## src/hw/pcl_pkg.sv

```systemverilog
// shared constants and types of the parallel configuration loader
package pcl_pkg;

  // ---------------------------------------------------------------
  // sizes
  // ---------------------------------------------------------------
  localparam int DATA_W      = 32;
  localparam int WORD_AW     = 4;
  localparam int IMAGE_WORDS = 16;
  localparam int SYNC_W      = 36;

  // ---------------------------------------------------------------
  // timing
  // ---------------------------------------------------------------
  localparam int CLK_PERIOD_NS = 5;
  localparam int POR_TIME_NS   = 10000;
  localparam int POR_CYCLES    = (POR_TIME_NS + CLK_PERIOD_NS - 1) / CLK_PERIOD_NS;
  localparam logic [1:0] DONE_FALL_EDGES = 2'h2;

  // ---------------------------------------------------------------
  // shift-clock to word ratios
  // ---------------------------------------------------------------
  localparam logic [2:0] RATIO_PLAIN   = 3'h2;
  localparam logic [2:0] RATIO_FEATURE = 3'h4;

  // ---------------------------------------------------------------
  // register map (byte addresses)
  // ---------------------------------------------------------------
  localparam logic [7:0] REG_CTRL   = 8'h00;
  localparam logic [7:0] REG_STATUS = 8'h04;
  localparam logic [7:0] REG_COUNT  = 8'h08;
  localparam logic [7:0] REG_CHECK  = 8'h0C;
  localparam logic [7:0] MEM_BASE   = 8'h40;
  localparam logic [7:0] MEM_MASK   = 8'hC0;

  localparam int CTRL_DECOMP_BIT = 0;
  localparam int CTRL_SECURE_BIT = 1;
  localparam logic [1:0] CTRL_RESET = 2'h0;

  localparam int ST_HEALTH_BIT  = 3;
  localparam int ST_LOADED_BIT  = 4;
  localparam int ST_INIT_BIT    = 5;
  localparam int ST_HEALTH_PIN  = 6;
  localparam int ST_LOADED_PIN  = 7;
  localparam int ST_OPTION_BIT  = 8;

  // option bit inside the first image word
  localparam int OPT_INIT_DONE_BIT = 0;

  // ---------------------------------------------------------------
  // loader states
  // ---------------------------------------------------------------
  typedef enum logic [2:0] {
    ST_POR   = 3'b000,
    ST_CLEAR = 3'b001,
    ST_LOAD  = 3'b010,
    ST_DONE  = 3'b011,
    ST_USER  = 3'b100,
    ST_ERROR = 3'b101
  } pcl_state_e;

endpackage : pcl_pkg

```

## src/hw/pcl_word_mem.sv

```systemverilog
// image word store with one write port and a registered read port
`timescale 1ns/1ps
`default_nettype none

module pcl_word_mem
  import pcl_pkg::*;
(
  input  wire logic               clk_i,
  input  wire logic               we_i,
  input  wire logic [WORD_AW-1:0] waddr_i,
  input  wire logic [DATA_W-1:0]  wdata_i,
  input  wire logic [WORD_AW-1:0] raddr_i,
  output logic      [DATA_W-1:0]  rdata_o
);

  logic [DATA_W-1:0] mem [IMAGE_WORDS];

  always_ff @(posedge clk_i) begin
    if (we_i) begin
      mem[waddr_i] <= wdata_i;
    end
    rdata_o <= mem[raddr_i];
  end

endmodule : pcl_word_mem

`default_nettype wire

```

## src/hw/pcl_loader.sv

```systemverilog
// fast parallel configuration loader with AHB-Lite status and image access
//
// How it works
// - in user mode all lines high; request low starts a new configuration
// - health line held low for the whole power-on delay after reset
// - load-complete held low from power-up until configuration ends
// - load-complete released only after the full image passed its check
// - shift edges per word set by decompression and security enables
// - init-done driven low once the enabling option bit is loaded
`timescale 1ns/1ps
`default_nettype none

module pcl_loader
  import pcl_pkg::*;
(
  input  wire logic              core_clk_i,
  input  wire logic              rstn_i,
  // AHB-Lite slave
  input  wire logic              hsel_i,
  input  wire logic [31:0]       haddr_i,
  input  wire logic [1:0]        htrans_i,
  input  wire logic              hwrite_i,
  input  wire logic [2:0]        hsize_i,
  input  wire logic [31:0]       hwdata_i,
  input  wire logic              hready_i,
  output logic      [31:0]       hrdata_o,
  output logic                   hreadyout_o,
  output logic                   hresp_o,
  // configuration link
  input  wire logic              cfg_shift_clock_i,
  input  wire logic [DATA_W-1:0] cfg_data_i,
  input  wire logic              reconfig_request_n_i,
  input  wire logic              cfg_health_n_i,
  output logic                   cfg_health_n_o,
  output logic                   cfg_health_n_oe_n_o,
  input  wire logic              load_complete_i,
  output logic                   load_complete_o,
  output logic                   load_complete_oe_n_o,
  output logic                   init_done_o,
  output logic                   init_done_oe_n_o
);

  // ---------------------------------------------------------------
  // input synchronisers: a bit changes once stages two and three agree
  // ---------------------------------------------------------------
  logic [SYNC_W-1:0] raw;
  logic [SYNC_W-1:0] s1;
  logic [SYNC_W-1:0] s2;
  logic [SYNC_W-1:0] s3;
  logic [SYNC_W-1:0] filt;

  assign raw = {load_complete_i, cfg_health_n_i, reconfig_request_n_i, cfg_shift_clock_i,
                cfg_data_i};

  genvar gi;
  generate
    for (gi = 0; gi < SYNC_W; gi++) begin : g_sync
      always_ff @(posedge core_clk_i) begin
        if (!rstn_i) begin
          s1[gi]   <= 1'b0;
          s2[gi]   <= 1'b0;
          s3[gi]   <= 1'b0;
          filt[gi] <= 1'b0;
        end else begin
          s1[gi] <= raw[gi];
          s2[gi] <= s1[gi];
          s3[gi] <= s2[gi];
          if (s2[gi] == s3[gi]) begin
            filt[gi] <= s3[gi];
          end
        end
      end
    end
  endgenerate

  logic [DATA_W-1:0] data_s;
  logic              sclk_s;
  logic              req_n_s;
  logic              health_s;
  logic              loaded_s;
  logic              sclk_d;
  logic              rise;
  logic              fall;

  assign data_s   = filt[DATA_W-1:0];
  assign sclk_s   = filt[DATA_W];
  assign req_n_s  = filt[DATA_W+1];
  assign health_s = filt[DATA_W+2];
  assign loaded_s = filt[DATA_W+3];
  assign rise     = sclk_s & ~sclk_d;
  assign fall     = ~sclk_s & sclk_d;

  // ---------------------------------------------------------------
  // loader state
  // ---------------------------------------------------------------
  pcl_state_e        state, next_state;
  logic [10:0]       por_cnt, next_por_cnt;
  logic [2:0]        ratio, next_ratio;
  logic [2:0]        phase, next_phase;
  logic [WORD_AW-1:0] count, next_count;
  logic [DATA_W-1:0] hold, next_hold;
  logic [DATA_W-1:0] check, next_check;
  logic              opt_init, next_opt_init;
  logic [1:0]        fall_cnt, next_fall_cnt;
  logic              mem_we, next_mem_we;
  logic [WORD_AW-1:0] mem_waddr, next_mem_waddr;
  logic [DATA_W-1:0] mem_wdata, next_mem_wdata;
  logic [1:0]        ctrl;

  always_comb begin
    next_state     = state;
    next_por_cnt   = por_cnt;
    next_ratio     = ratio;
    next_phase     = phase;
    next_count     = count;
    next_hold      = hold;
    next_check     = check;
    next_opt_init  = opt_init;
    next_fall_cnt  = fall_cnt;
    next_mem_we    = 1'b0;
    next_mem_waddr = mem_waddr;
    next_mem_wdata = mem_wdata;
    case (state)
      ST_POR: begin
        next_por_cnt = por_cnt + 11'h001;
        if (por_cnt == 11'(POR_CYCLES - 1)) begin
          next_state = ST_CLEAR;
        end
      end
      ST_CLEAR: begin
        next_phase    = 3'h0;
        next_count    = '0;
        next_check    = '0;
        next_opt_init = 1'b0;
        next_fall_cnt = 2'h0;
        next_ratio    = (ctrl[CTRL_DECOMP_BIT] | ctrl[CTRL_SECURE_BIT]) ?
                        RATIO_FEATURE : RATIO_PLAIN;
        if (req_n_s) begin
          next_state = ST_LOAD;
        end
      end
      ST_LOAD: begin
        if (rise) begin
          if (phase == 3'h0) begin
            next_hold = data_s;
          end
          if (phase == ratio - 3'h1) begin
            next_phase     = 3'h0;
            next_mem_we    = 1'b1;
            next_mem_waddr = count;
            next_mem_wdata = hold;
            next_check     = check ^ hold;
            next_count     = count + WORD_AW'(1);
            if (count == '0) begin
              next_opt_init = hold[OPT_INIT_DONE_BIT];
            end
            if (count == WORD_AW'(IMAGE_WORDS - 1)) begin
              next_state = ((check ^ hold) == '0) ? ST_DONE : ST_ERROR;
            end
          end else begin
            next_phase = phase + 3'h1;
          end
        end
      end
      ST_DONE: begin
        // only a whole pulse begun after the flag counts, so the trailing fall
        // of the last word never races the flag's own synchroniser
        if (rise) begin
          next_phase = 3'h1;
        end
        if (fall && loaded_s && phase != 3'h0) begin
          next_phase    = 3'h0;
          next_fall_cnt = fall_cnt + 2'h1;
          if (fall_cnt == DONE_FALL_EDGES - 2'h1) begin
            next_state = ST_USER;
          end
        end
      end
      ST_USER: begin
        next_state = ST_USER;
      end
      ST_ERROR: begin
        next_state = ST_ERROR;
      end
      default: begin
        next_state = ST_POR;
      end
    endcase
    if (state != ST_POR && !req_n_s) begin
      next_state    = ST_CLEAR;
      next_opt_init = 1'b0;
    end
  end

  always_ff @(posedge core_clk_i) begin
    if (!rstn_i) begin
      state     <= ST_POR;
      por_cnt   <= '0;
      ratio     <= RATIO_PLAIN;
      phase     <= '0;
      count     <= '0;
      hold      <= '0;
      check     <= '0;
      opt_init  <= 1'b0;
      fall_cnt  <= '0;
      mem_we    <= 1'b0;
      mem_waddr <= '0;
      mem_wdata <= '0;
      sclk_d    <= 1'b0;
    end else begin
      state     <= next_state;
      por_cnt   <= next_por_cnt;
      ratio     <= next_ratio;
      phase     <= next_phase;
      count     <= next_count;
      hold      <= next_hold;
      check     <= next_check;
      opt_init  <= next_opt_init;
      fall_cnt  <= next_fall_cnt;
      mem_we    <= next_mem_we;
      mem_waddr <= next_mem_waddr;
      mem_wdata <= next_mem_wdata;
      sclk_d    <= sclk_s;
    end
  end

  // ---------------------------------------------------------------
  // open-drain pins: enable low means the line is pulled low
  // ---------------------------------------------------------------
  logic next_health_oe_n;
  logic next_loaded_oe_n;
  logic next_init_oe_n;

  always_comb begin
    next_health_oe_n = !(next_state == ST_POR || next_state == ST_CLEAR ||
                         next_state == ST_ERROR);
    next_loaded_oe_n = (next_state == ST_DONE || next_state == ST_USER);
    next_init_oe_n   = !(next_opt_init && next_state != ST_USER);
  end

  always_ff @(posedge core_clk_i) begin
    if (!rstn_i) begin
      cfg_health_n_o       <= 1'b0;
      cfg_health_n_oe_n_o  <= 1'b0;
      load_complete_o      <= 1'b0;
      load_complete_oe_n_o <= 1'b0;
      init_done_o          <= 1'b0;
      init_done_oe_n_o     <= 1'b1;
    end else begin
      cfg_health_n_o       <= 1'b0;
      cfg_health_n_oe_n_o  <= next_health_oe_n;
      load_complete_o      <= 1'b0;
      load_complete_oe_n_o <= next_loaded_oe_n;
      init_done_o          <= 1'b0;
      init_done_oe_n_o     <= next_init_oe_n;
    end
  end

  // ---------------------------------------------------------------
  // image store
  // ---------------------------------------------------------------
  logic [DATA_W-1:0] mem_rdata;

  pcl_word_mem u_mem (
    .clk_i   (core_clk_i),
    .we_i    (mem_we),
    .waddr_i (mem_waddr),
    .wdata_i (mem_wdata),
    .raddr_i (haddr_i[WORD_AW+1:2]),
    .rdata_o (mem_rdata)
  );

  // ---------------------------------------------------------------
  // AHB-Lite slave: writes no wait, reads one wait state
  // ---------------------------------------------------------------
  logic        rd_pend, next_rd_pend;
  logic        wr_pend, next_wr_pend;
  logic [7:0]  addr, next_addr;
  logic [1:0]  next_ctrl;
  logic [31:0] next_hrdata;
  logic        next_hreadyout;
  logic [31:0] rd_mux;
  logic        accept;

  assign accept = hsel_i & htrans_i[1] & hready_i;

  always_comb begin
    rd_mux = 32'h0000_0000;
    if ((addr & MEM_MASK) == MEM_BASE) begin
      rd_mux = mem_rdata;
    end else begin
      case (addr)
        REG_CTRL:   rd_mux = {30'h0, ctrl};
        REG_STATUS: rd_mux = {23'h0, opt_init, loaded_s, health_s, init_done_oe_n_o,
                              load_complete_oe_n_o, cfg_health_n_oe_n_o, state};
        REG_COUNT:  rd_mux = {28'h0, count};
        REG_CHECK:  rd_mux = check;
        default:    rd_mux = 32'h0000_0000;
      endcase
    end
  end

  always_comb begin
    next_rd_pend   = 1'b0;
    next_wr_pend   = 1'b0;
    next_addr      = addr;
    next_ctrl      = ctrl;
    next_hrdata    = hrdata_o;
    next_hreadyout = 1'b1;
    if (wr_pend && addr == REG_CTRL) begin
      next_ctrl = hwdata_i[1:0];
    end
    if (rd_pend) begin
      next_hrdata = rd_mux;
    end
    if (accept) begin
      next_addr      = haddr_i[7:0];
      next_rd_pend   = ~hwrite_i;
      next_wr_pend   = hwrite_i;
      next_hreadyout = hwrite_i;
    end
  end

  always_ff @(posedge core_clk_i) begin
    if (!rstn_i) begin
      rd_pend     <= 1'b0;
      wr_pend     <= 1'b0;
      addr        <= '0;
      ctrl        <= CTRL_RESET;
      hrdata_o    <= 32'h0000_0000;
      hreadyout_o <= 1'b1;
      hresp_o     <= 1'b0;
    end else begin
      rd_pend     <= next_rd_pend;
      wr_pend     <= next_wr_pend;
      addr        <= next_addr;
      ctrl        <= next_ctrl;
      hrdata_o    <= next_hrdata;
      hreadyout_o <= next_hreadyout;
      hresp_o     <= 1'b0;
    end
  end

endmodule : pcl_loader

`default_nettype wire

```

## config.mk

```make
export PLATFORM = sky130hd
export DESIGN_NAME = pcl_loader
export DESIGN_NICKNAME = d
export VERILOG_FILES = /design/src/hw/pcl_pkg.sv /design/src/hw/pcl_word_mem.sv /design/src/hw/pcl_loader.sv
export SDC_FILE = /design/constraint.sdc
export NUM_CORES = 1
export LEC_CHECK = 0
export ABC_CLOCK_PERIOD_IN_PS = 4200
export BUFFER_PORTS_ARGS = -buffer_cell sky130_fd_sc_hd__buf_4
export CAP_MARGIN = 10
export CORE_MARGIN = 2
export CORE_UTILIZATION = 41
export CTS_BUF_LIST = sky130_fd_sc_hd__clkbuf_4
export CTS_CLUSTER_SIZE = 25
export DETAILED_ROUTE_END_ITERATION = 10
export PLACE_DENSITY = 0.67
export SLEW_MARGIN = 20
export SYNTH_ARGS = -nofsm -noshare
export SYNTH_HDL_FRONTEND = slang
export SYNTH_SLANG_ARGS = --single-unit
```

## constraint.sdc

```tcl
create_clock -name core_clk_i -period 4.2 [get_ports core_clk_i]
set_clock_uncertainty 0.1 [all_clocks]
set_input_delay 0.21 -clock core_clk_i [delete_from_list [all_inputs] [get_ports core_clk_i]]
set_output_delay 0.21 -clock core_clk_i [all_outputs]
set_load 0.02 [all_outputs]
```

==> results by stage <==
Status:
- The run finished with clean final reports.

Global route:
- The pin count of the biggest net entering global routing is 140.
- The first global-routing pass estimated 114000 um of wire.
- The total grt overflow is 0.
- The number of global-route vias before repair was roughly 19000.
- The initial antenna violation count is 2.
- The global-route usage over all layers is 0.192.

Detailed routing:
- For this run, design rule violations remaining after detail routing come to 0.
- The iteration count of the initial detailed-routing pass is 6.
- The number of DRC violations after detailed-routing iteration 0 is between 1500 and 2000.
- The number of vias per cell after detailed routing is 5.25.
- The routed layout has between 15000 and 20000 vias.
- The count of nets left with antenna violations once routing finished came out at 0.
- The routed design has 74600 um of wire.
- After detailed routing, the average wire length per cell comes to ~20 um.

Timing:
- After routing, the total negative slack on setup checks comes to 0 ps.
- After layout, the minimum clock period comes to 2970 ps.
- The setup violation total in the final timing report is 0.
- Measured against its own limit, the worst slew margin works out to 0.278.
- The number of hold violations in the final report came to 0.
- In the finished design, the share of the clock period the worst path needs comes to 0.708.
- For the pin with the worst max-slew slack, the measured transition is approximately 1100 ps.
- The count of final max-slew check failures was 0.
- The highest achievable clock rate is roughly 340 MHz.
- Setup repair after global routing left no endpoint under its margin.

Run:
- Across the run, the number of max-cap violations was 0.

Clock tree:
- The total of cells resized after clock tree synthesis is 0.
- TritonCTS built the clock tree.
- Buffers inserted during clock tree synthesis total approximately 200.
- The clock-pin slew on the worst setup and hold paths is 80 ps.
- No sink is reached through more buffers than the 3 on the longest clock path.
- In this run the number of H-tree levels came out at 4.
- The clock tree root buffer cell is sky130_fd_sc_hd__clkbuf_4.
- Clock tree synthesis found a total of about 860 sinks.
- The source-to-sink clock delay at the later pin of the worst-skew pair is around 1100 ps.

Die:
- The die is approximately 280 um wide.
- The site row count is roughly 100.
- The standard cell core area is between 0.07 and 0.08 mm^2.
- The die boundary height is 282 um.
- The effective utilization at floorplan is 0.415.
- The die covers between 0.07 and 0.08 mm^2.
- The boundary pin count is 150.

Worst hold path:
- The startpoint identified for the worst hold timing path is hready_i.
- The worst hold path belongs to the class primary input to register.
- The worst hold path passes through 4 cells.
- The worst hold path endpoint is rd_pend.

Synth:
- Among all flip-flop cells after synthesis, the most frequent one is sky130_fd_sc_hd__edfxtp_1.
- The share of the Yosys chip area taken by registers is 0.709.
- The share of synthesized area in the top cell type comes to 0.486.
- In this run, synthesis produced a sequential element count of ~860.
- The number of different library cells used by synthesis comes to 56.
- The most frequently used cell type in the post-synthesis netlist is sky130_fd_sc_hd__edfxtp_1.
- The area share of fa/ha/maj cells after synthesis is 0.00238.
- The synthesized design contains between 500 and 600 enable-type register cells.
- The share of synthesized cell area in and, or, nand and nor gates is 0.0895.
- After technology mapping, the gate count stands at ~2100.
- The commonest cells after synthesis are sky130_fd_sc_hd__edfxtp_1 (512), sky130_fd_sc_hd__dfxtp_1 (352), sky130_fd_sc_hd__nand2_1 (244), sky130_fd_sc_hd__mux4_2 (162), sky130_fd_sc_hd__a21oi_1 (157).
- The dominant combinational cell family by area after synthesis is multiplexers.
- A synthesized cell averages 15.0 um^2.
- The cell type with the highest aggregate area in the netlist is sky130_fd_sc_hd__edfxtp_1.
- Summing every instance area after synthesis gives around 0.032 mm^2.
- The fraction of the mapped netlist area in compound gates came to 0.0570.
- The share of async-settable or async-resettable flops after synthesis is 0.
- In the post-synthesis netlist, the biggest area contributors are sky130_fd_sc_hd__edfxtp_1 (49%), sky130_fd_sc_hd__dfxtp_1 (22%), sky130_fd_sc_hd__mux4_2 (12%).
- During synthesis, Yosys emitted a total of 0 warnings.
- Of the total synthesized cell area, the portion taken by XOR and XNOR cells is 0.00416.
- The proportion of synthesized area in mux cells is 0.119.

Critical path:
- Across all register-to-register paths, the minimum setup slack is about 1200 ps.
- For the worst flop-to-flop path, the logic depth is 6.
- The kind of end point of the critical path is a register.
- The top fanout value on the critical path is 4.
- The critical path is of the register to register type.
- In this run the critical register-to-register path is launched from check[3].
- STA classifies the critical path startpoint as a register.
- STA puts the critical path data required time at around 5000 ps.
- The endpoint of the lowest-slack register-to-register path is state[2].
- Data arrives at the worst endpoint at 3780 ps.

Pwr:
- Summed over all nets, the switching power comes to 3.52 mW.
- The internal power of the cells totals about 13 mW.
- The share of total power dissipated in sequential elements is 0.554.
- The worst-case vdd ir drop is 0.253 mV.
- Summed over all cells, the static leakage comes to 13.0 nW.
- The switching share of power is 0.217.
- The power per unit of standard cell area is around 430 mW/mm^2.
- Of the total power, combinational logic draws 0.035.
- The portion of total power attributed to the clock network is 0.411.

Layout:
- In the final layout, the share of cells above drive strength 1 is 0.246.
- The relative area change from synthesis to final layout is 18.8%.
- The post-route cell area is 0.0376 mm^2.
- In the final design database the tool counted roughly 2600 nets.

Placement:
- The instance area after placement is between 0.03 and 0.04 mm^2.
- At the end of routability-driven placement, the weighted congestion stood at 0.818.
- The quantity of I/O buffers inserted on ports is 87.
- After legalization and detailed placement, the total HPWL measured roughly 42000 um.
==> power groups by stage <==
stage	clock [mW]	sequential (mW)	combinational, mW
after floorplan	0	9.17	0.333
after global placement	0	9.19	0.463
after detailed placement	0	9.19	0.470
after CTS	6.84	9.01	0.568
after global routing	7.28	9.01	0.610
final	6.68	9.01	0.564
==> sequential cells by signal, summed over array words and instances, names as in the netlist, 36 cells and up <==
name,cells
s2,36
u_mem.mem,512
s3,36
s1,36
==> critical path: stages, from the launching register on <==
cell and delay (ps):
sky130_fd_sc_hd__dfxtp_1 390, sky130_fd_sc_hd__nor2b_1 210, sky130_fd_sc_hd__a2111oi_0 780, sky130_fd_sc_hd__nand4_1 350, sky130_fd_sc_hd__nor4_2 600, sky130_fd_sc_hd__nor2_1 100
sky130_fd_sc_hd__o311a_1 300
==> layout make-up <==
cell class                      instances  area [um^2]
Fill cell                            6539        38500
Sequential cell                       864        22400
Multi-Input combinational cell       1108         8730
Timing Repair Buffer                  260         2400
Clock buffer                          320         2400
Tap cell                             1030         1290
Clock inverter                         51          215
Inverter                               20         80.1
Antenna cell                            5         12.5
==> metal layers <==
metal | vias up | wire [um] | track usage | part of all wire
li1 | 8678 | - | - | -
met1 | 9649 | 31300 | 0.255 | 0.42
met2 | 778 | 36200 | 0.313 | 0.49
met3 | 100 | 5720 | 0.0409 | 0.077
met4 | 0 | 1280 | 0.0686 | 0.017
met5 | - | 0 | 0 | 0
==> timing repair <==
item / in CTS / in global routing
hold endpoints to repair: 165 / 0
endpoints found under the setup margin: 0 / 0
hold buffers: 143 / 0
setup buffers: 0 / 0
==> through the flow <==
stage,hold slack [ps],total power [mW],worst slack [ps],util,instances
2_1_floorplan,202,9.51,596,-,2112
3_3_place_gp,315,9.66,1380,0.440,3139
3_5_place_dp,312,9.66,1350,0.440,3139
4_1_cts,0.846,16.4,1310,0.493,3653
5_1_grt,84.2,16.9,1010,0.494,3658
6_report,137,16.2,1230,0.494,3658
==> cells by family (layout without fill, tap and decap cells) <==
family,Yosys count,after routing
and+or+nand+nor,594,594
AOI/OAI and AO/OA,317,317
muxes,172,172
buffers and inverters,140,651
xor gates and xnor gates,15,15
adders and majority gates,6,6
DFF,864,864
other,1,9
==> worst max-delay path by stage <==
| stage | startpoint | to |
|---|---|---|
| finish | check[3] | state[2] |
| global route | state[1] | check[1] |
| CTS | check[3] | state[2] |
| detailed placement | check[3] | state[2] |
| global placement | check[3] | state[2] |
| floorplan | mem_we | u_mem.mem[0][0] |
==> placed cells by master (no fill, tap or decap), types with 8 or more instances in the layout <==
cell type / synthesis / final
sky130_fd_sc_hd__a22oi_1: 27 / 27
sky130_fd_sc_hd__nand2_1: 244 / 244
sky130_fd_sc_hd__mux4_2: 162 / 162
sky130_fd_sc_hd__nand4_1: 8 / 8
sky130_fd_sc_hd__nor3_1: 12 / 8
sky130_fd_sc_hd__nand3_1: 11 / 11
sky130_fd_sc_hd__nand2b_1: 8 / 8
sky130_fd_sc_hd__dfxtp_1: 352 / 351
sky130_fd_sc_hd__xor2_1: 11 / 11
sky130_fd_sc_hd__buf_4: 10 / 109
sky130_fd_sc_hd__clkinv_1: 0 / 35
sky130_fd_sc_hd__o21ai_0: 52 / 52
sky130_fd_sc_hd__nor2b_1: 48 / 47
sky130_fd_sc_hd__nor2_4: 0 / 13
sky130_fd_sc_hd__and2_1: 110 / 109
sky130_fd_sc_hd__clkbuf_4: 0 / 320
sky130_fd_sc_hd__nor2_1: 115 / 103
sky130_fd_sc_hd__a211oi_1: 26 / 26
sky130_fd_sc_hd__edfxtp_1: 512 / 512
sky130_fd_sc_hd__inv_1: 19 / 19
sky130_fd_sc_hd__a21oi_1: 157 / 157
sky130_fd_sc_hd__inv_2: 1 / 8
sky130_fd_sc_hd__dlygate4sd3_1: 0 / 143
sky130_fd_sc_hd__o21ai_1: 29 / 29
sky130_fd_sc_hd__mux2i_1: 9 / 9
No activity file was read; power rests on OpenSTA's default activity.
